--- config.mk ---
export PLATFORM = sky130hd
export DESIGN_NAME = wdl_top
export DESIGN_NICKNAME = d
export VERILOG_FILES = /design/src/wdl_pkg.sv /design/src/wdl_counter.sv /design/src/wdl_sync.sv /design/src/wdl_top.sv
export SDC_FILE = /design/constraint.sdc
export NUM_CORES = 1
export LEC_CHECK = 0
export ABC_AREA = 1
export BUFFER_PORTS_ARGS = -buffer_cell sky130_fd_sc_hd__buf_2
export CAP_MARGIN = 20
export CORE_AREA = 2 2 102 104
export DETAILED_ROUTE_END_ITERATION = 10
export DIE_AREA = 0 0 104 106
export PLACE_DENSITY = 0.78
export SLEW_MARGIN = 20
export SYNTH_ARGS = -nofsm -noshare
export SYNTH_HDL_FRONTEND = slang
export SYNTH_SLANG_ARGS = --single-unit
--- constraint.sdc ---
create_clock -name clk -period 6.3 [get_ports clk]
set_input_delay 0.315 -clock clk [delete_from_list [all_inputs] [get_ports clk]]
set_output_delay 0.315 -clock clk [all_outputs]
set_load 0.02 [all_outputs]
--- src/wdl_pkg.sv ---
package wdl_pkg;

  // ---------------------------------------------------------------
  // Clock and bus
  // ---------------------------------------------------------------
  localparam int CLK_MHZ = 20;
  localparam int WB_AW = 8;
  localparam int WB_DW = 32;

  // ---------------------------------------------------------------
  // Register word indexes (byte address is four times the index)
  // ---------------------------------------------------------------
  localparam logic [5:0] MODE_IDX = 6'h0f;
  localparam logic [5:0] STATUS_IDX = 6'h10;
  localparam logic [5:0] IRQ_STAT_IDX = 6'h11;
  localparam logic [5:0] IRQ_MASK_IDX = 6'h12;
  localparam int IDX_LSB = 2;

  // ---------------------------------------------------------------
  // Mode register layout and reset value
  // ---------------------------------------------------------------
  typedef struct packed {
    logic [2:0] spare;
    logic srcXtal;
    logic runStop;
    logic runHalt;
    logic [1:0] timeSel;
  } wdl_mode_t;

  localparam logic [7:0] MODE_RESET = 8'h0e;
  localparam int MODE_W = 8;

  // ---------------------------------------------------------------
  // Timeouts
  // ---------------------------------------------------------------
  localparam int SCLK_TIMEOUT_0 = 128;
  localparam int SCLK_TIMEOUT_1 = 256;
  localparam int SCLK_TIMEOUT_2 = 512;
  localparam int SCLK_TIMEOUT_3 = 2048;
  localparam real RC_TIMEOUT_MS_0 = 3.5;
  localparam real RC_TIMEOUT_MS_1 = 7.0;
  localparam real RC_TIMEOUT_MS_2 = 14.0;
  localparam real RC_TIMEOUT_MS_3 = 56.0;
  localparam int RC_FREQ_KHZ_DEFAULT = 1000;
  localparam int WINDOW_CYCLES = 60;
  localparam int POR_TIME_US = 5000;
  localparam int CNT_W = 17;
  localparam int POR_W = 20;
  localparam int WIN_W = 6;

  // ---------------------------------------------------------------
  // Event and status bit positions
  // ---------------------------------------------------------------
  localparam int EV_W = 3;
  localparam int EV_TIMEOUT = 0;
  localparam int EV_LOWV = 1;
  localparam int EV_REFUSED = 2;
  localparam int ST_ENABLED = 0;
  localparam int ST_WINDOW = 1;
  localparam int ST_LOCKED = 2;
  localparam int ST_LOWV = 3;
  localparam int ST_POR = 4;
  localparam int ST_XTAL = 5;

  typedef enum logic [1:0] {WIN_WAIT, WIN_OPEN, WIN_LOCKED} wdl_win_t;

endpackage

--- src/wdl_counter.sv ---
`timescale 1ns/1ps
module wdl_counter #(
  parameter int CNT_W = 17
) (
  input wire logic clk,
  input wire logic reset,
  input wire logic restart,
  input wire logic advance,
  input wire logic [CNT_W-1:0] limit,
  output logic expired
);

  logic [CNT_W-1:0] count;

  always_ff @(posedge clk)
  begin
    if (reset || restart)
    begin
      count <= '0;
      expired <= 1'b0;
    end
    else if (advance && (count >= limit - 1'b1))
    begin
      count <= '0;
      expired <= 1'b1;
    end
    else
    begin
      expired <= 1'b0;
      if (advance)
        count <= count + 1'b1;
    end
  end

endmodule // wdl_counter

--- src/wdl_sync.sv ---
`timescale 1ns/1ps
module wdl_sync #(
  parameter int W = 1
) (
  input wire logic clk,
  input wire logic reset,
  input wire logic [W-1:0] async,
  output logic [W-1:0] synced
);

  logic [W-1:0] stage1;

  always_ff @(posedge clk)
  begin
    if (reset)
    begin
      stage1 <= '0;
      synced <= '0;
    end
    else
    begin
      stage1 <= async;
      synced <= stage1;
    end
  end

endmodule // wdl_sync

--- src/wdl_top.sv ---
// Operation
// - On the crystal clock the four time codes give 128, 256, 512 and 2048 clock cycles.
// - On the RC clock the four time codes give at least 3.5, 7, 14 and 56 ms.
// - After reset the time code is the default one, code 2, of at least 14 ms.
// - Mode bit 2 keeps the counter running in HALT and resets to one.
// - Mode bit 3 keeps it running in STOP, resets to one, and needs the RC source.
// - A permanent watchdog on the RC source runs in every mode and cannot be stopped.
// - Mode bit 4 picks the crystal input as counter clock, zero picks the RC.
// - Mode writes count only in the 60 cycles after the first instruction past a reset.
// - The mode register is write only and lives at index 0x0f.
// - With the permanent option the watchdog runs on leaving any reset.
// - The refresh instruction restarts the timeout from its start.
// - Without that option only a refresh starts it and every reset disables it.
// - Global reset is held while the supply is below the trip level.
// - Power-on and watchdog resets drive the reset pin low for the power-on time.
// - Stop recovery and a watchdog reset out of STOP keep the mode register.
`timescale 1ns/1ps
module wdl_top #(
  parameter bit PERMANENT_WDT = 1'b0,
  parameter int RC_FREQ_KHZ = wdl_pkg::RC_FREQ_KHZ_DEFAULT,
  parameter int RC_TICKS_0 = int'($ceil(wdl_pkg::RC_TIMEOUT_MS_0 * RC_FREQ_KHZ)),
  parameter int RC_TICKS_1 = int'($ceil(wdl_pkg::RC_TIMEOUT_MS_1 * RC_FREQ_KHZ)),
  parameter int RC_TICKS_2 = int'($ceil(wdl_pkg::RC_TIMEOUT_MS_2 * RC_FREQ_KHZ)),
  parameter int RC_TICKS_3 = int'($ceil(wdl_pkg::RC_TIMEOUT_MS_3 * RC_FREQ_KHZ)),
  parameter int POR_CYCLES = wdl_pkg::POR_TIME_US * wdl_pkg::CLK_MHZ
) (
  input wire logic clk,
  input wire logic reset,
  input wire logic cyc_i,
  input wire logic stb_i,
  input wire logic we_i,
  input wire logic [wdl_pkg::WB_AW-1:0] adr_i,
  input wire logic [3:0] sel_i,
  input wire logic [wdl_pkg::WB_DW-1:0] dat_i,
  output logic [wdl_pkg::WB_DW-1:0] dat_o,
  output logic ack_o,
  input wire logic refreshStrobe,
  input wire logic firstInstr,
  input wire logic stopRecovery,
  input wire logic haltMode,
  input wire logic stopMode,
  input wire logic rcClk,
  input wire logic lowVoltage,
  input wire logic resetPinIn,
  output logic resetPinOut,
  output logic resetPinOe,
  output logic globalReset,
  output logic irq
);

  // ---------------------------------------------------------------
  // Pin synchronisers
  // ---------------------------------------------------------------
  logic rcSync;
  logic lowSync;
  logic pinSync;
  logic rcPrev;
  logic rcTick;

  wdl_sync #(
    .W(3)
  ) u_sync (
    .clk(clk),
    .reset(reset),
    .async({rcClk, lowVoltage, resetPinIn}),
    .synced({rcSync, lowSync, pinSync})
  );

  always_ff @(posedge clk)
  begin
    if (reset)
      rcPrev <= 1'b0;
    else
      rcPrev <= rcSync;
  end

  assign rcTick = rcSync && !rcPrev;

  // ---------------------------------------------------------------
  // Bus decode
  // ---------------------------------------------------------------
  logic busReq;
  logic busWrite;
  logic [5:0] wordIdx;
  logic writeMode;
  logic writeIrqStat;
  logic writeIrqMask;

  assign busReq = cyc_i && stb_i;
  assign busWrite = busReq && we_i && ack_o;
  assign wordIdx = adr_i[wdl_pkg::WB_AW-1:wdl_pkg::IDX_LSB];
  assign writeMode = busWrite && sel_i[0] && (wordIdx == wdl_pkg::MODE_IDX);
  assign writeIrqStat = busWrite && sel_i[0] && (wordIdx == wdl_pkg::IRQ_STAT_IDX);
  assign writeIrqMask = busWrite && sel_i[0] && (wordIdx == wdl_pkg::IRQ_MASK_IDX);

  // ---------------------------------------------------------------
  // Reset sources
  // ---------------------------------------------------------------
  logic wdtExpired;
  logic extReset;
  logic porCountBusy;
  logic [wdl_pkg::POR_W-1:0] porCount;
  logic wdtFromStop;
  logic restoreMode;
  logic anyReset;
  logic [1:0] oeHist;

  // Pin lags the released drive by two sync stages
  assign extReset = !pinSync && !resetPinOe && !(|oeHist);
  assign porCountBusy = (porCount != '0);
  assign wdtFromStop = wdtExpired && stopMode;
  assign restoreMode = (wdtExpired && !wdtFromStop) || lowSync || extReset;
  assign anyReset = wdtExpired || lowSync || extReset || stopRecovery;

  // Power-on time for reset and watchdog reset
  always_ff @(posedge clk)
  begin
    if (reset)
      porCount <= wdl_pkg::POR_W'(POR_CYCLES);
    else if (wdtExpired)
      porCount <= wdl_pkg::POR_W'(POR_CYCLES);
    else if (porCountBusy)
      porCount <= porCount - 1'b1;
  end

  always_ff @(posedge clk)
  begin
    if (reset)
    begin
      resetPinOut <= 1'b0;
      resetPinOe <= 1'b1;
      oeHist <= '1;
      globalReset <= 1'b1;
    end
    else
    begin
      resetPinOut <= 1'b0;
      resetPinOe <= porCountBusy || wdtExpired;
      oeHist <= {oeHist[0], resetPinOe};
      globalReset <= porCountBusy || wdtExpired || lowSync || extReset;
    end
  end

  // ---------------------------------------------------------------
  // Mode register and write window
  // ---------------------------------------------------------------
  wdl_pkg::wdl_mode_t mode;
  wdl_pkg::wdl_win_t winState;
  logic [wdl_pkg::WIN_W-1:0] winCount;
  logic modeRefused;
  logic modeAccepted;

  assign modeRefused = writeMode && (winState != wdl_pkg::WIN_OPEN);
  assign modeAccepted = writeMode && (winState == wdl_pkg::WIN_OPEN);

  always_ff @(posedge clk)
  begin
    if (reset)
      mode <= wdl_pkg::MODE_RESET;
    else if (restoreMode)
      mode <= wdl_pkg::MODE_RESET;
    else if (modeAccepted)
      mode <= dat_i[wdl_pkg::MODE_W-1:0];
  end

  always_ff @(posedge clk)
  begin
    if (reset || anyReset || globalReset)
    begin
      winState <= wdl_pkg::WIN_WAIT;
      winCount <= '0;
    end
    else
    begin
      unique case (winState)
        wdl_pkg::WIN_WAIT:
        begin
          if (firstInstr)
          begin
            winState <= wdl_pkg::WIN_OPEN;
            winCount <= '0;
          end
        end
        wdl_pkg::WIN_OPEN:
        begin
          if (winCount == wdl_pkg::WIN_W'(wdl_pkg::WINDOW_CYCLES - 1))
            winState <= wdl_pkg::WIN_LOCKED;
          winCount <= winCount + 1'b1;
        end
        wdl_pkg::WIN_LOCKED:
          winState <= wdl_pkg::WIN_LOCKED;
        default:
          winState <= wdl_pkg::WIN_LOCKED;
      endcase
    end
  end

  // ---------------------------------------------------------------
  // Watchdog enable and counting
  // ---------------------------------------------------------------
  logic enabled;
  logic rcSource;
  logic modeAllows;
  logic advance;
  logic [wdl_pkg::CNT_W-1:0] limit;
  logic [wdl_pkg::CNT_W-1:0] next_limit;

  assign rcSource = !mode.srcXtal;

  always_ff @(posedge clk)
  begin
    if (reset || anyReset)
      enabled <= PERMANENT_WDT;
    else if (refreshStrobe && !globalReset)
      enabled <= 1'b1;
  end

  always_comb
  begin
    if (PERMANENT_WDT && rcSource)
      modeAllows = 1'b1;
    else if (stopMode)
      modeAllows = mode.runStop && rcSource;
    else if (haltMode)
      modeAllows = mode.runHalt;
    else
      modeAllows = 1'b1;
  end

  always_comb
  begin
    if (rcSource)
    begin
      unique case (mode.timeSel)
        2'h0: next_limit = wdl_pkg::CNT_W'(RC_TICKS_0);
        2'h1: next_limit = wdl_pkg::CNT_W'(RC_TICKS_1);
        2'h2: next_limit = wdl_pkg::CNT_W'(RC_TICKS_2);
        2'h3: next_limit = wdl_pkg::CNT_W'(RC_TICKS_3);
      endcase
    end
    else
    begin
      unique case (mode.timeSel)
        2'h0: next_limit = wdl_pkg::CNT_W'(wdl_pkg::SCLK_TIMEOUT_0);
        2'h1: next_limit = wdl_pkg::CNT_W'(wdl_pkg::SCLK_TIMEOUT_1);
        2'h2: next_limit = wdl_pkg::CNT_W'(wdl_pkg::SCLK_TIMEOUT_2);
        2'h3: next_limit = wdl_pkg::CNT_W'(wdl_pkg::SCLK_TIMEOUT_3);
      endcase
    end
  end

  always_ff @(posedge clk)
  begin
    if (reset)
      limit <= wdl_pkg::CNT_W'(wdl_pkg::SCLK_TIMEOUT_0);
    else
      limit <= next_limit;
  end

  // Crystal source ticks every system clock; RC ticks on its rising edges
  assign advance = enabled && modeAllows && !globalReset
    && (rcSource ? rcTick : 1'b1);

  wdl_counter #(
    .CNT_W(wdl_pkg::CNT_W)
  ) u_counter (
    .clk(clk),
    .reset(reset),
    .restart(refreshStrobe || anyReset || globalReset || modeAccepted),
    .advance(advance),
    .limit(limit),
    .expired(wdtExpired)
  );

  // ---------------------------------------------------------------
  // Interrupt status and mask
  // ---------------------------------------------------------------
  logic [wdl_pkg::EV_W-1:0] events;
  logic [wdl_pkg::EV_W-1:0] irqStat;
  logic [wdl_pkg::EV_W-1:0] irqMask;
  logic lowPrev;

  always_ff @(posedge clk)
  begin
    if (reset)
      lowPrev <= 1'b0;
    else
      lowPrev <= lowSync;
  end

  always_comb
  begin
    events = '0;
    events[wdl_pkg::EV_TIMEOUT] = wdtExpired;
    events[wdl_pkg::EV_LOWV] = lowSync && !lowPrev;
    events[wdl_pkg::EV_REFUSED] = modeRefused;
  end

  // Set wins over a same-cycle write-one clear
  always_ff @(posedge clk)
  begin
    if (reset)
      irqStat <= '0;
    else if (writeIrqStat)
      irqStat <= (irqStat & ~dat_i[wdl_pkg::EV_W-1:0]) | events;
    else
      irqStat <= irqStat | events;
  end

  always_ff @(posedge clk)
  begin
    if (reset)
      irqMask <= '0;
    else if (writeIrqMask)
      irqMask <= dat_i[wdl_pkg::EV_W-1:0];
  end

  always_ff @(posedge clk)
  begin
    if (reset)
      irq <= 1'b0;
    else
      irq <= |(irqStat & irqMask);
  end

  // ---------------------------------------------------------------
  // Bus answer
  // ---------------------------------------------------------------
  logic [wdl_pkg::WB_DW-1:0] next_rdata;

  always_comb
  begin
    next_rdata = '0;
    unique case (wordIdx)
      wdl_pkg::STATUS_IDX:
      begin
        next_rdata[wdl_pkg::ST_ENABLED] = enabled;
        next_rdata[wdl_pkg::ST_WINDOW] = (winState == wdl_pkg::WIN_OPEN);
        next_rdata[wdl_pkg::ST_LOCKED] = (winState == wdl_pkg::WIN_LOCKED);
        next_rdata[wdl_pkg::ST_LOWV] = lowSync;
        next_rdata[wdl_pkg::ST_POR] = porCountBusy;
        next_rdata[wdl_pkg::ST_XTAL] = mode.srcXtal;
      end
      wdl_pkg::IRQ_STAT_IDX: next_rdata[wdl_pkg::EV_W-1:0] = irqStat;
      wdl_pkg::IRQ_MASK_IDX: next_rdata[wdl_pkg::EV_W-1:0] = irqMask;
      default: next_rdata = '0; // Mode register reads as zero
    endcase
  end

  always_ff @(posedge clk)
  begin
    if (reset)
    begin
      ack_o <= 1'b0;
      dat_o <= '0;
    end
    else
    begin
      ack_o <= busReq && !ack_o;
      dat_o <= (busReq && !ack_o && !we_i) ? next_rdata : '0;
    end
  end

endmodule // wdl_top

---- Word level (Yosys, flattened, before mapping) ----
Cells that the tools add are included.
cells by class
  equal/unequal tests ..................... 13
  $lt $le $gt $ge ......................... 1
  reduce and logical (&&, ||, !) cells .... 60
  add/subtract/negate cells ............... 4
  muxes and demuxes ....................... 14
  bitwise gates (word level) .............. 7
operators with widths
  operator               number
  $pmux 17 s4            2
  $logic_and 1x1->1      23
  $reduce_bool 20->1     1
  $sub 20x1->20 const B  1
  $eq 6x5->1 const B     3
  $add 17x1->17 const B  1
  $ge 17x17->1           1
  $mux 17                1
  $sub 17x1->17 const B  1
  $logic_or 1x1->1       14
  $pmux 6 s2             1
  $logic_not 1->1        10
  $reduce_or 2->1        5
  $pmux 3 s3             1
  $add 6x1->6 const B    1
  $and 3x3->3            2
  $eq 2x2->1 const B     3
  $eq 6x4->1 const B     1
  $eq 6x6->1 const B     1
  $mux 6                 1
  $or 3x3->3             2
  $reduce_or 3->1        2
  $eq 2x1->1 const B     2
  $logic_not 2->1        2
  other kinds (10)       17
storage, ports and cells
  flip-flop bits (word level) ............. 121
  logic and storage cells ................. 124
  output and inout port bits .............. 37

---- Depth between registers and ports, before layout ----
Gate-level depths: netlist (run 1).
  depth in word-level cells ............... 10
  depth in mapped cells ................... 19
  mapped depth without buffers ............ 18

---- Hierarchy ----
Synthesis (run 1) repeated with hierarchy kept, for this count alone.
second synthesis, totals
  cell total of the unflattened synthesis .. 740
  area, all modules ....................... 5073.6 um^2
by module, submodules not included
  module       seq. area each (um^2)  times used  cells an instance  area an instance (um^2)
  wdl_top      1321.3                 1           479                3304.4
  wdl_counter  360.3                  1           243                1604.0
  wdl_sync     120.1                  1           18                 165.2

---- Worst setup path after synthesis (run 1) ----
OpenSTA, ideal clock, no wires.
  path kind ............................... register -> register
  from .................................... register limit[2] (netlist bit)
  to ...................................... register u_counter.count[7]
  arrival time ............................ 2413 ps
  setup time .............................. 116 ps
  required time ........................... 6184 ps
  setup slack ............................. 3771 ps
  cell stages (with the launch flop) ...... 18
  cells stage by stage .................... dfxtp_1 -> inv_1 -> ha_1 -> nand2_1 -> nor4_1 -> nand2_1 -> or2_1 -> ha_1 -> nand2_1 -> nor2_1 -> nand2_1 -> nor2_1 -> nand2_1 -> nand3_1 -> nand2_1 -> nand2_4 -> buf_12 -> nor2_2
on the way
  word-level cells in the longest chain between the ends .. 4
RTL lines
  item                              line               text
  from (decl)                       wdl_top.sv:205     logic [wdl_pkg::CNT_W-1:0] limit;
  from (signal assigned)            wdl_top.sv:255     limit <= wdl_pkg::CNT_W'(wdl_pkg::SCLK_TIMEOUT_0);
  from (signal assigned)            wdl_top.sv:257     limit <= next_limit;
  $sub 17x1->17                     wdl_counter.sv:22  else if (advance && (count >= limit - 1'b1))
  $ge 17x17->1                      wdl_counter.sv:22
  $logic_and 1x1->1                 wdl_counter.sv:22
  $reduce_or 2->1 (no source line)  --
  to (signal assigned)              wdl_counter.sv:31  count <= count + 1'b1;
  to (decl)                         wdl_counter.sv:13  logic [CNT_W-1:0] count;
Every way passes these cells.
A chain may end at the register's enable or synchronous reset.

---- Worst setup path in the final report (run 1) ----
  from .................................... register limit[2] (netlist bit)
  to ...................................... register u_counter.count[3]
The elaborated chain is that of the path after synthesis.

==> results.cfg, run 1 <==
[clock_network]
cts_hold_buf = 0
clockRootBuffer = clkbuf_8
clk_pin_slew_ns = 0.09
htreeDepth = 3
clock-sinks = 90
cts_buffer_depth = 2
tritoncts = yes
post_cts_buffers = 0
clock_latency_ns = 0.36
ctsResizeCount = 0
cts_buffers = 9

[worst_setup_path]
critPathLaunchType = flop
crit_chain = inv_1 > ha_1 > nand2_1 > nor4_1 > nand2_1 > or2_1 > ha_1 > nand2_1 > nor2_1 > nand2_1 > nor2_1 > nand2_1 > nand3_1 > nand2_1 > nand2_4 > nor2_1
r2r_end = u_counter.count[3]$_SDFFE_PP0P_
slowest_stage = nor4_1
critPathMostFrequentCell = nand2_1
max_stage_delay_ns = 0.45
endpoint = u_counter.count[3]$_SDFFE_PP0P_
crit_fanout = 17
regToRegStartpoint = limit[2]$_SDFF_PP0_
critPathBufInv = 1
r2r_slack_ns = 3.34
r2r_cells = 16
crit_required_ns = 6.55
end_kind = flop
crit_family = simple AND/OR/NAND/NOR gates
critPathKind = flop to flop
crit_path_start = limit[2]$_SDFF_PP0_
path_depth = 16
cp.arrival_ns = 3.21

[logic_synthesis]
avgSynthCellArea_um2 = 7.11
synth_area_um2 = 4870
async_reset_ff_share_pct = 0
synth-main-ff-cell = dfxtp_1
synth_area_leaders = dfxtp_1 37%, nand2_1 11%, nor2_1 8.9%
synth-edff-count = 0
synthDominantCellAreaShare_pct = 37.0
synth_cell_types = 43
ys.warnings.count = 0
syn_inst = 685
ys_seq_area_share_pct = 37.0
synth-seq-cells = 90
synth_top_cell_by_area = dfxtp_1

[power]
cellPowerDensity_nw_per_um2 = 208
irDropWorstVdd_v = 0.000154
finalPower_mw = 1.09
p_leak_nw = 2.38

[layout]
final_cell_count_no_fill = 863
fin_nets = 802
area_growth_pct = 7.56
final_util_pct = 52.4
drive_gt1_share_pct = 11.4
diodes = 0

[sta]
setup_tns_ns = 0
min_period_over_period_pct = 47.0
fin_worst_skew_ns = 0.00931
min_period_ns = 2.96
hold_viol_final = 0
slew_headroom_pct = 38.5
finalSetupViolations = 0
worst_pin_slew_ns = 0.919
maxSlewViolCount = 0
rsz0062_at_grt = no
fmax_mhz = 338

[die]
fp.dieW_um = 104
initial_utilization_pct = 48.7
dieHeight_um = 106
dieArea_um2 = 11000
coreArea_um2 = 10000
pin_count = 94
rows = 37

[grt]
track_usage_pct = 17.1
grt_pass1_vias = 3679
grt_max_degree = 29
grt_pass1_wl_um = 15700
grt_overflow = 0
antenna_found_initial = 0

[placement]
hpwl_um = 6810
globalplace.congestion = 0.850
dp.cells = 847
portBuffers = 34

[route]
wire_per_inst_um = 10.4
drc = 0
ant_nets = 0
vias_per_cell = 4.66
num_vias = 4020
detail_route.iter0.violations = 160
drt_wl_total_um = 8960
dr.pass1.iters = 4

[outcome]
status = completed

[worst_hold_path]
min_path_type = input port to flop

[flow_run]
cap_violations = 0
-- worst min-delay path by stage --
| stage | from | end | slack (ns) | depth (start not counted) |
|---|---|---|---|---|
| after floorplan | u_sync.stage1[0]$_SDFF_PP0_ | u_sync.synced[0]$_SDFF_PP0_ | 0.39 | 2 |
| after global placement | u_sync.stage1[1]$_SDFF_PP0_ | u_sync.synced[1]$_SDFF_PP0_ | 0.39 | 2 |
| after detailed placement | u_sync.stage1[2]$_SDFF_PP0_ | u_sync.synced[2]$_SDFF_PP0_ | 0.40 | 2 |
| after CTS | lowVoltage | u_sync.stage1[1]$_SDFF_PP0_ | 0.13 | 3 |
| after global routing | lowVoltage | u_sync.stage1[1]$_SDFF_PP0_ | 0.13 | 3 |
| final | lowVoltage | u_sync.stage1[1]$_SDFF_PP0_ | 0.15 | 3 |
-- kinds of logic after synthesis --
| group | share of synthesized area (%) |
|---|---|
| and+or+nand+nor | 31.4 |
| buffers and inverters | 12.9 |
| DFF | 37.0 |
| AOI/OAI and AO/OA | 7.79 |
| xor gates and xnor gates | 4.86 |
| adders and majority gates | 5.91 |
| other | 0.0770 |
-- cell usage after synthesis (2+ instances only) --
| library cell | count |
|---|---|
| a21oi_1 | 27 |
| nand3b_1 | 2 |
| nand3_1 | 29 |
| nor2_1 | 116 |
| o211ai_1 | 3 |
| o21a_1 | 2 |
| inv_2 | 2 |
| nand2_2 | 6 |
| nor4_1 | 2 |
| xor2_1 | 19 |
| nor2_4 | 2 |
| a22oi_1 | 2 |
| a211oi_1 | 3 |
| clkbuf_1 | 2 |
| ha_1 | 23 |
| dfxtp_1 | 90 |
| nand2_1 | 144 |
| nand4_1 | 10 |
| xnor2_1 | 8 |
| nor2_2 | 15 |
| o21ai_0 | 22 |
| inv_1 | 93 |
| buf_6 | 3 |
| nor3_1 | 14 |
| buf_4 | 28 |
-- area by class of cell --
cell class | count | area (um^2)
Tap cell | 136 | 170
Clock inverter | 6 | 73.8
Fill cell | 975 | 4760
Inverter | 95 | 357
Sequential cell | 90 | 1800
Timing Repair Buffer | 34 | 170
Multi-Input combinational cell | 492 | 2530
Clock buffer | 10 | 128
-- layer usage --
metal  vias to the layer above  GRT usage [%]  wire length (um)
met3                         8           3.86               384
met1                      1774           21.6              4380
met2                        72           28.9              4100
li1                       2166              -                 -
met4                         0           5.50                92
met5                         -              0                 0
-- per-stage QoR --
| stage | worst slack [ns] | instance area, um^2 | hold WS (ns) |
|---|---|---|---|
| floorplan | 3.77 | 4960 | 0.388 |
| CTS | 3.32 | 5240 | 0.133 |
| finish | 3.34 | 5240 | 0.147 |
| detailed placement | 3.33 | 5030 | 0.398 |
| global route | 2.98 | 5240 | 0.131 |
| global placement | 3.42 | 5030 | 0.390 |
-- worst reg2reg max path, stage by stage (launching register included) --
cell     delay (ns)
dfxtp_1        0.32
inv_1          0.07
ha_1           0.21
nand2_1        0.12
nor4_1         0.45
nand2_1        0.14
or2_1          0.25
ha_1           0.30
nand2_1        0.07
nor2_1         0.13
nand2_1        0.09
nor2_1         0.09
nand2_1        0.05
nand3_1        0.11
nand2_1        0.10
nand2_4        0.28
nor2_1         0.07
-- cells in the final DEF (no fill, tap or decap), types with 2 or more instances in the layout --
cell type,Yosys,routed
a211oi_1,3,3
a21oi_1,27,27
a22oi_1,2,2
buf_2,0,34
clkbuf_8,0,9
clkinv_4,0,3
conb_1,1,27
dfxtp_1,90,90
ha_1,23,23
inv_1,93,93
inv_2,2,2
inv_6,0,2
nand2_1,144,144
nand2_2,6,6
nand3_1,29,29
nand3b_1,2,2
nand4_1,10,10
nor2_1,116,116
nor2_2,15,15
nor2_4,2,2
nor3_1,14,14
nor4_1,2,2
o211ai_1,3,3
o21a_1,2,2
o21ai_0,22,22
xnor2_1,8,8
xor2_1,19,19
-- report_power, final --
group | internal [mW] | leakage [nW] | switching, mW
sequential | 0.582 | 0.731 | 0.0112
clock | 0.189 | 0.101 | 0.214
combinational | 0.0330 | 1.55 | 0.0619
-- flip-flops by register name, indices dropped and copies added (netlist names), 5 cells and up --
name	count
dat_o	6
limit	12
mode	5
porCount	20
u_counter.count	17
winCount	6
Power figures use the tool's default switching activity.
==> run 2: changes to the inputs <==
- PLACE_DENSITY: 0.78 -> 0.81
- clock period: 6.3 -> 2.5 ns (I/O delays scaled with it)
==> run 2 against run 1 <==
  * Setup slack got worse by 3.3 ns
  * Sequential share of layout area fell by 1.7 points
  * Via count rose by 2.5%
  * Total power rose by 140%
  * Fmax rose by 19%
  * Sequential cell count did not move
  * Register-to-register slack got worse by 3.3 ns
  * Count of clock-buffer cells in the layout rose by 1
  * Non-clock buffer count rose by 20
  * Cell count rose by 2.4%
==> results.cfg, run 2 (synthesized netlist as in run 1, its figures left out) <==
[sta]
min_period_over_period_pct = 99.4
fin_worst_skew_ns = 0.0108
setup_slack_ns = 0.0146
rsz0062_at_grt = yes
fin_hold_ws_ns = 0.0316
setup_tns_ns = 0
finalSetupViolations = 0
slew_headroom_pct = 59.2
maxSlewViolCount = 0
min_period_ns = 2.49
worst_pin_slew_ns = 0.608
fmax_mhz = 402
hold_viol_final = 0

[clock_network]
clock_latency_ns = 0.36
htreeDepth = 3
cts_buffer_depth = 2
tritoncts = yes
clk_pin_slew_ns = 0.09
clock-sinks = 90
clockRootBuffer = clkbuf_8
cts_buffers = 9

[flow_run]
cap_violations = 0

[route]
drt_wl_total_um = 9810
num_vias = 4119
detail_route.iter0.violations = 178
wire_per_inst_um = 11.1
wl_met2_um = 4760
vias_per_cell = 4.66
top_layer_used = met4
ant_nets = 0
drc = 0
wl_met3_um = 370
dr.pass1.iters = 5
wl_met1_um = 4570

[power]
p_leak_nw = 2.49
irDropWorstVdd_v = 0.000453
cellPowerDensity_nw_per_um2 = 482

[grt]
antenna_found_initial = 0
grt_max_degree = 29
grt_pass1_vias = 3751
grt_overflow = 0
grt_pass1_wl_um = 16300
track_usage_pct = 17.9

[layout]
area_growth_pct = 13.3
reg_top3 = porCount (20), u_counter.count (17), limit (12)
n_fill_cell = 946
largest-register = porCount
diodes = 0
regArea_um2 = 1800
largest_reg_flops = 20
final_cell_count_no_fill = 884
fin_nets = 824
layout_common_cells = 139 x nand2_1, 110 x nor2_1, 91 x inv_1
multi_input_area_um2 = 2670
final_common_cell = nand2_1
fin_area_um2 = 5510
drive_gt1_share_pct = 16.2

[die]
rows = 37
initial_utilization_pct = 48.7
fp.dieW_um = 104
coreArea_um2 = 10000
pin_count = 94
dieHeight_um = 106
dieArea_um2 = 11000

[worst_setup_path]
critPathMostFrequentCell = nand2_4
critPathLaunchType = flop
max_stage_delay_ns = 0.34
crit_family = simple AND/OR/NAND/NOR gates
critPathKind = flop to flop
cp.arrival_ns = 2.74
critPathBufInv = 2
slowest_stage = dfxtp_2
crit_chain = inv_2 > ha_4 > nand2_4 > nor4_4 > nand2_1 > buf_4 > xor2_1 > ha_1 > nand2_2 > nor2_4 > nand2_2 > nor2_1 > nand2_1 > nand3_2 > nand2_4 > nand2_4 > nor2_1
end_kind = flop
crit_required_ns = 2.75
crit_fanout = 5

[outcome]
status = completed

[placement]
placed_area_um2 = 5110
pre_cts_slack_ns = -0.177
hpwl_um = 7000
dp.cells = 856
portBuffers = 34
globalplace.congestion = 0.847

[worst_hold_path]
min_path_type = input port to flop
[run 2: worst paths after layout]
| path | end | startpoint | slack, ns | cells past startpoint |
|---|---|---|---|---|
| hold / removal | mode[2]$_SDFFE_PP1P_ | dat_i[2] | 0.03 | 3 |
| setup / recovery | u_counter.count[5]$_SDFFE_PP0P_ | limit[3]$_SDFF_PP0_ | 0.01 | 17 |
| setup reg to reg | u_counter.count[5]$_SDFFE_PP0P_ | limit[3]$_SDFF_PP0_ | 0.01 | 17 |
| hold reg to reg | u_sync.synced[2]$_SDFF_PP0_ | u_sync.stage1[2]$_SDFF_PP0_ | 0.41 | 2 |
[run 2: area by class of cell]
class / instances / share of cell area (%)
multi-input combinational: 494 / 48.4
sequential: 90 / 32.7
inverter: 95 / 6.47
timing repair buffer: 54 / 6.04
tap: 136 / 3.09
clock buffer: 11 / 2.75
clock inverter: 4 / 0.499
[run 2: timing repair]
item | 4_1_cts | 5_1_grt
gates cloned | 2 | 0
hold endpoints to repair | 5 | 0
pin swaps | 15 | 8
endpoints found under the setup margin | 17 | 18
setup buffers | 3 | 3
resized for setup | 18 | 12
hold buffers | 5 | 0
[run 2: through the flow]
stage / power (mW) / utilization, %
2_1_floorplan: 1.75 / -
3_3_place_gp: 1.77 / 51.1
3_5_place_dp: 1.77 / 51.1
4_1_cts: 2.68 / 54.4
5_1_grt: 2.77 / 55.1
6_report: 2.66 / 55.1
[run 2: worst register-to-register path: stages (launching register included)]
cell     delay, ns
dfxtp_2       0.34
inv_2         0.07
ha_4          0.15
nand2_4       0.06
nor4_4        0.25
nand2_1       0.11
buf_4         0.15
xor2_1        0.13
ha_1          0.30
nand2_2       0.07
nor2_4        0.13
nand2_2       0.07
nor2_1        0.08
nand2_1       0.07
nand3_2       0.10
nand2_4       0.11
nand2_4       0.15
nor2_1        0.05
[run 2: metal layers]
| metal | up-vias | track usage, % |
|---|---|---|
| li1 | 2211 | - |
| met1 | 1822 | 22.3 |
| met2 | 76 | 31.3 |
| met3 | 10 | 3.80 |
| met4 | 0 | 5.41 |
| met5 | - | 0 |
[run 2: report_power, final]
part	internal [mW]	switching, mW
combinational	0.0952	0.163
clock	0.408	0.499
sequential	1.47	0.0272
total	1.97	0.689
==> run 3: changes to the inputs <==
- BUFFER_PORTS_ARGS: -buffer_cell sky130_fd_sc_hd__buf_2 -> unset
- CAP_MARGIN: 20 -> unset
- DONT_BUFFER_PORTS: unset -> 1
- PLACE_DENSITY: 0.81 -> 0.73
==> run 3 against run 2 <==
  * The run now ends with negative setup slack left
  * Setup slack worse by 0.047 ns
  * Global-route usage is 1.7 points higher
  * Sequential power hardly changed
  * Via count is 3.3% higher
  * Hold slack better by 0.030 ns
  * Final area is 0.11% higher
  * Critical path type unchanged
  * Critical endpoint is now u_counter.expired$_SDFF_PP0_
  * Fmax is 1.9% lower
  * Core utilization is 0.063 points higher
  * Non-clock buffer count is 23 lower
  * First-iteration DRC count is 3.4% lower
  * Critical path depth is 1 lower
==> results.cfg, run 3 (synthesized netlist as in run 1, its figures left out) <==
[outcome]
status = finished with violations
violations = negative setup slack

[layout]
drive_gt1_share_pct = 12.0
layout_common_cells = 138 x nand2_1, 110 x nor2_1, 91 x inv_1
fin_nets = 801
diodes = 0
area_growth_pct = 13.4
largest_reg_flops = 20
final_common_cell = nand2_1
largest-register = porCount
reg_top3 = porCount (20), u_counter.count (17), limit (12)

[route]
ant_nets = 0
num_vias = 4254
drt_wl_total_um = 10400
wire_per_inst_um = 12.1
detail_route.iter0.violations = 172
vias_per_cell = 4.94
dr.pass1.iters = 5
drc = 0

[die]
rows = 37
pin_count = 94
fp.dieW_um = 104
dieHeight_um = 106
coreArea_um2 = 10000
initial_utilization_pct = 48.7
dieArea_um2 = 11000

[worst_setup_path]
slowest_stage = dfxtp_2
cp.arrival_ns = 2.80
critPathKind = flop to flop
max_stage_delay_ns = 0.33
crit_fanout = 2
end_kind = flop
crit_family = simple AND/OR/NAND/NOR gates
critPathLaunchType = flop
crit_chain = inv_2 > ha_4 > nand2_4 > nor4_4 > nand2_1 > buf_4 > xor2_1 > ha_1 > nand2_2 > nor2_4 > buf_6 > a21oi_4 > nand3_4 > buf_4 > buf_6 > and3_4
r2r_slack_ns = -0.03
crit_required_ns = 2.77
critPathBufInv = 5

[sta]
hold_viol_final = 0
setup_slack_ns = -0.0324
worst_pin_slew_ns = 0.820
fin_worst_skew_ns = 0.00958
fmax_mhz = 395
setup_tns_ns = -0.0328
slew_headroom_pct = 45.2
maxSlewViolCount = 0
finalSetupViolations = 2
fin_hold_ws_ns = 0.0619
min_period_ns = 2.53
rsz0062_at_grt = yes
min_period_over_period_pct = 101

[clock_network]
htreeDepth = 3
clock_latency_ns = 0.36
cts_buffers = 9
clockRootBuffer = clkbuf_8
cts_buffer_depth = 2
clk_pin_slew_ns = 0.09
tritoncts = yes
clock-sinks = 90

[grt]
grt_pass1_wl_um = 17800
track_usage_pct = 19.7
grt_overflow = 0
antenna_found_initial = 0
grt_pass1_vias = 4159
grt_max_degree = 29

[flow_run]
cap_violations = 0

[power]
p_leak_nw = 2.42
cellPowerDensity_nw_per_um2 = 509
irDropWorstVdd_v = 0.000436

[worst_hold_path]
min_path_type = input port to flop

[placement]
globalplace.congestion = 0.846
hpwl_um = 7420
portBuffers = 0
run 3: changes by cell type in the layout (fill, tap and decap cells not counted), moves of 2 or more:
cell	previous run	this run
bufinv_16	0	2
buf_2	34	0
clkbuf_8	11	9
buf_4	15	13
dlygate4sd3_1	5	16
a21oi_2	2	0
buf_6	0	2
run 3: through the flow:
step	area [um^2]	instances	util, %	power, mW	worst slack, ns
6_report	5520	861	55.2	2.81	-0.0324
5_1_grt	5520	861	55.2	2.93	-0.213
4_1_cts	5430	859	54.3	2.83	-0.0196
3_5_place_dp	4950	824	49.5	1.74	-0.180
3_3_place_gp	4950	824	49.5	1.74	-0.0521
2_1_floorplan	4970	711	-	1.75	0.0439
run 3: timing repair:
| item | in CTS | in global routing |
|---|---|---|
| hold buffers | 16 | 0 |
| hold endpoints to repair | 36 | 0 |
| pin swaps | 14 | 17 |
| setup endpoints to repair | 18 | 18 |
| gates cloned | 2 | 0 |
| gates resized for setup | 19 | 18 |
| buffers inserted | 2 | 2 |
run 3: worst register-to-register path, stage by stage (launching register included):
cell and delay (ns):
dfxtp_2 0.33, inv_2 0.07, ha_4 0.15, nand2_4 0.06, nor4_4 0.24, nand2_1 0.11, buf_4 0.15, xor2_1 0.13
ha_1 0.32, nand2_2 0.10, nor2_4 0.05, buf_6 0.11, a21oi_4 0.13, nand3_4 0.10, buf_4 0.15, buf_6 0.10
and3_4 0.13
run 3: cell type report:
| class | count | area, um^2 |
|---|---|---|
| repair buffers | 31 | 280 |
| clock inverters | 5 | 80.1 |
| multi-input cells | 494 | 2700 |
| flip-flops and latches | 90 | 1800 |
| well taps | 136 | 170 |
| inverters | 95 | 357 |
| clock buffers | 10 | 128 |
| fillers | 946 | 4480 |
run 3: worst paths after layout:
kind,startpoint,to,depth (start not counted)
max,limit[2]$_SDFF_PP0_,u_counter.expired$_SDFF_PP0_,16
max reg2reg,limit[2]$_SDFF_PP0_,u_counter.expired$_SDFF_PP0_,16
min,we_i,dat_o[0]$_SDFF_PP0_,5
min reg2reg,u_sync.stage1[0]$_SDFF_PP0_,u_sync.synced[0]$_SDFF_PP0_,2
run 3: metal layers:
| layer | GRT usage [%] | vias up | routed length [um] |
|---|---|---|---|
| met2 | 35.9 | 98 | 5280 |
| met1 | 21.4 | 1946 | 4370 |
| met4 | 7.92 | 0 | 250 |
| met5 | 0 | - | 0 |
| met3 | 5.64 | 27 | 542 |
| li1 | - | 2183 | - |
run 3: where the power goes:
group | leakage (nW) | total (mW) | internal (mW) | switching, mW
clock network | 0.0984 | 1.07 | 0.556 | 0.510
logic | 1.59 | 0.249 | 0.0921 | 0.157
registers | 0.732 | 1.50 | 1.47 | 0.0288
total | 2.42 | 2.81 | 2.12 | 0.696
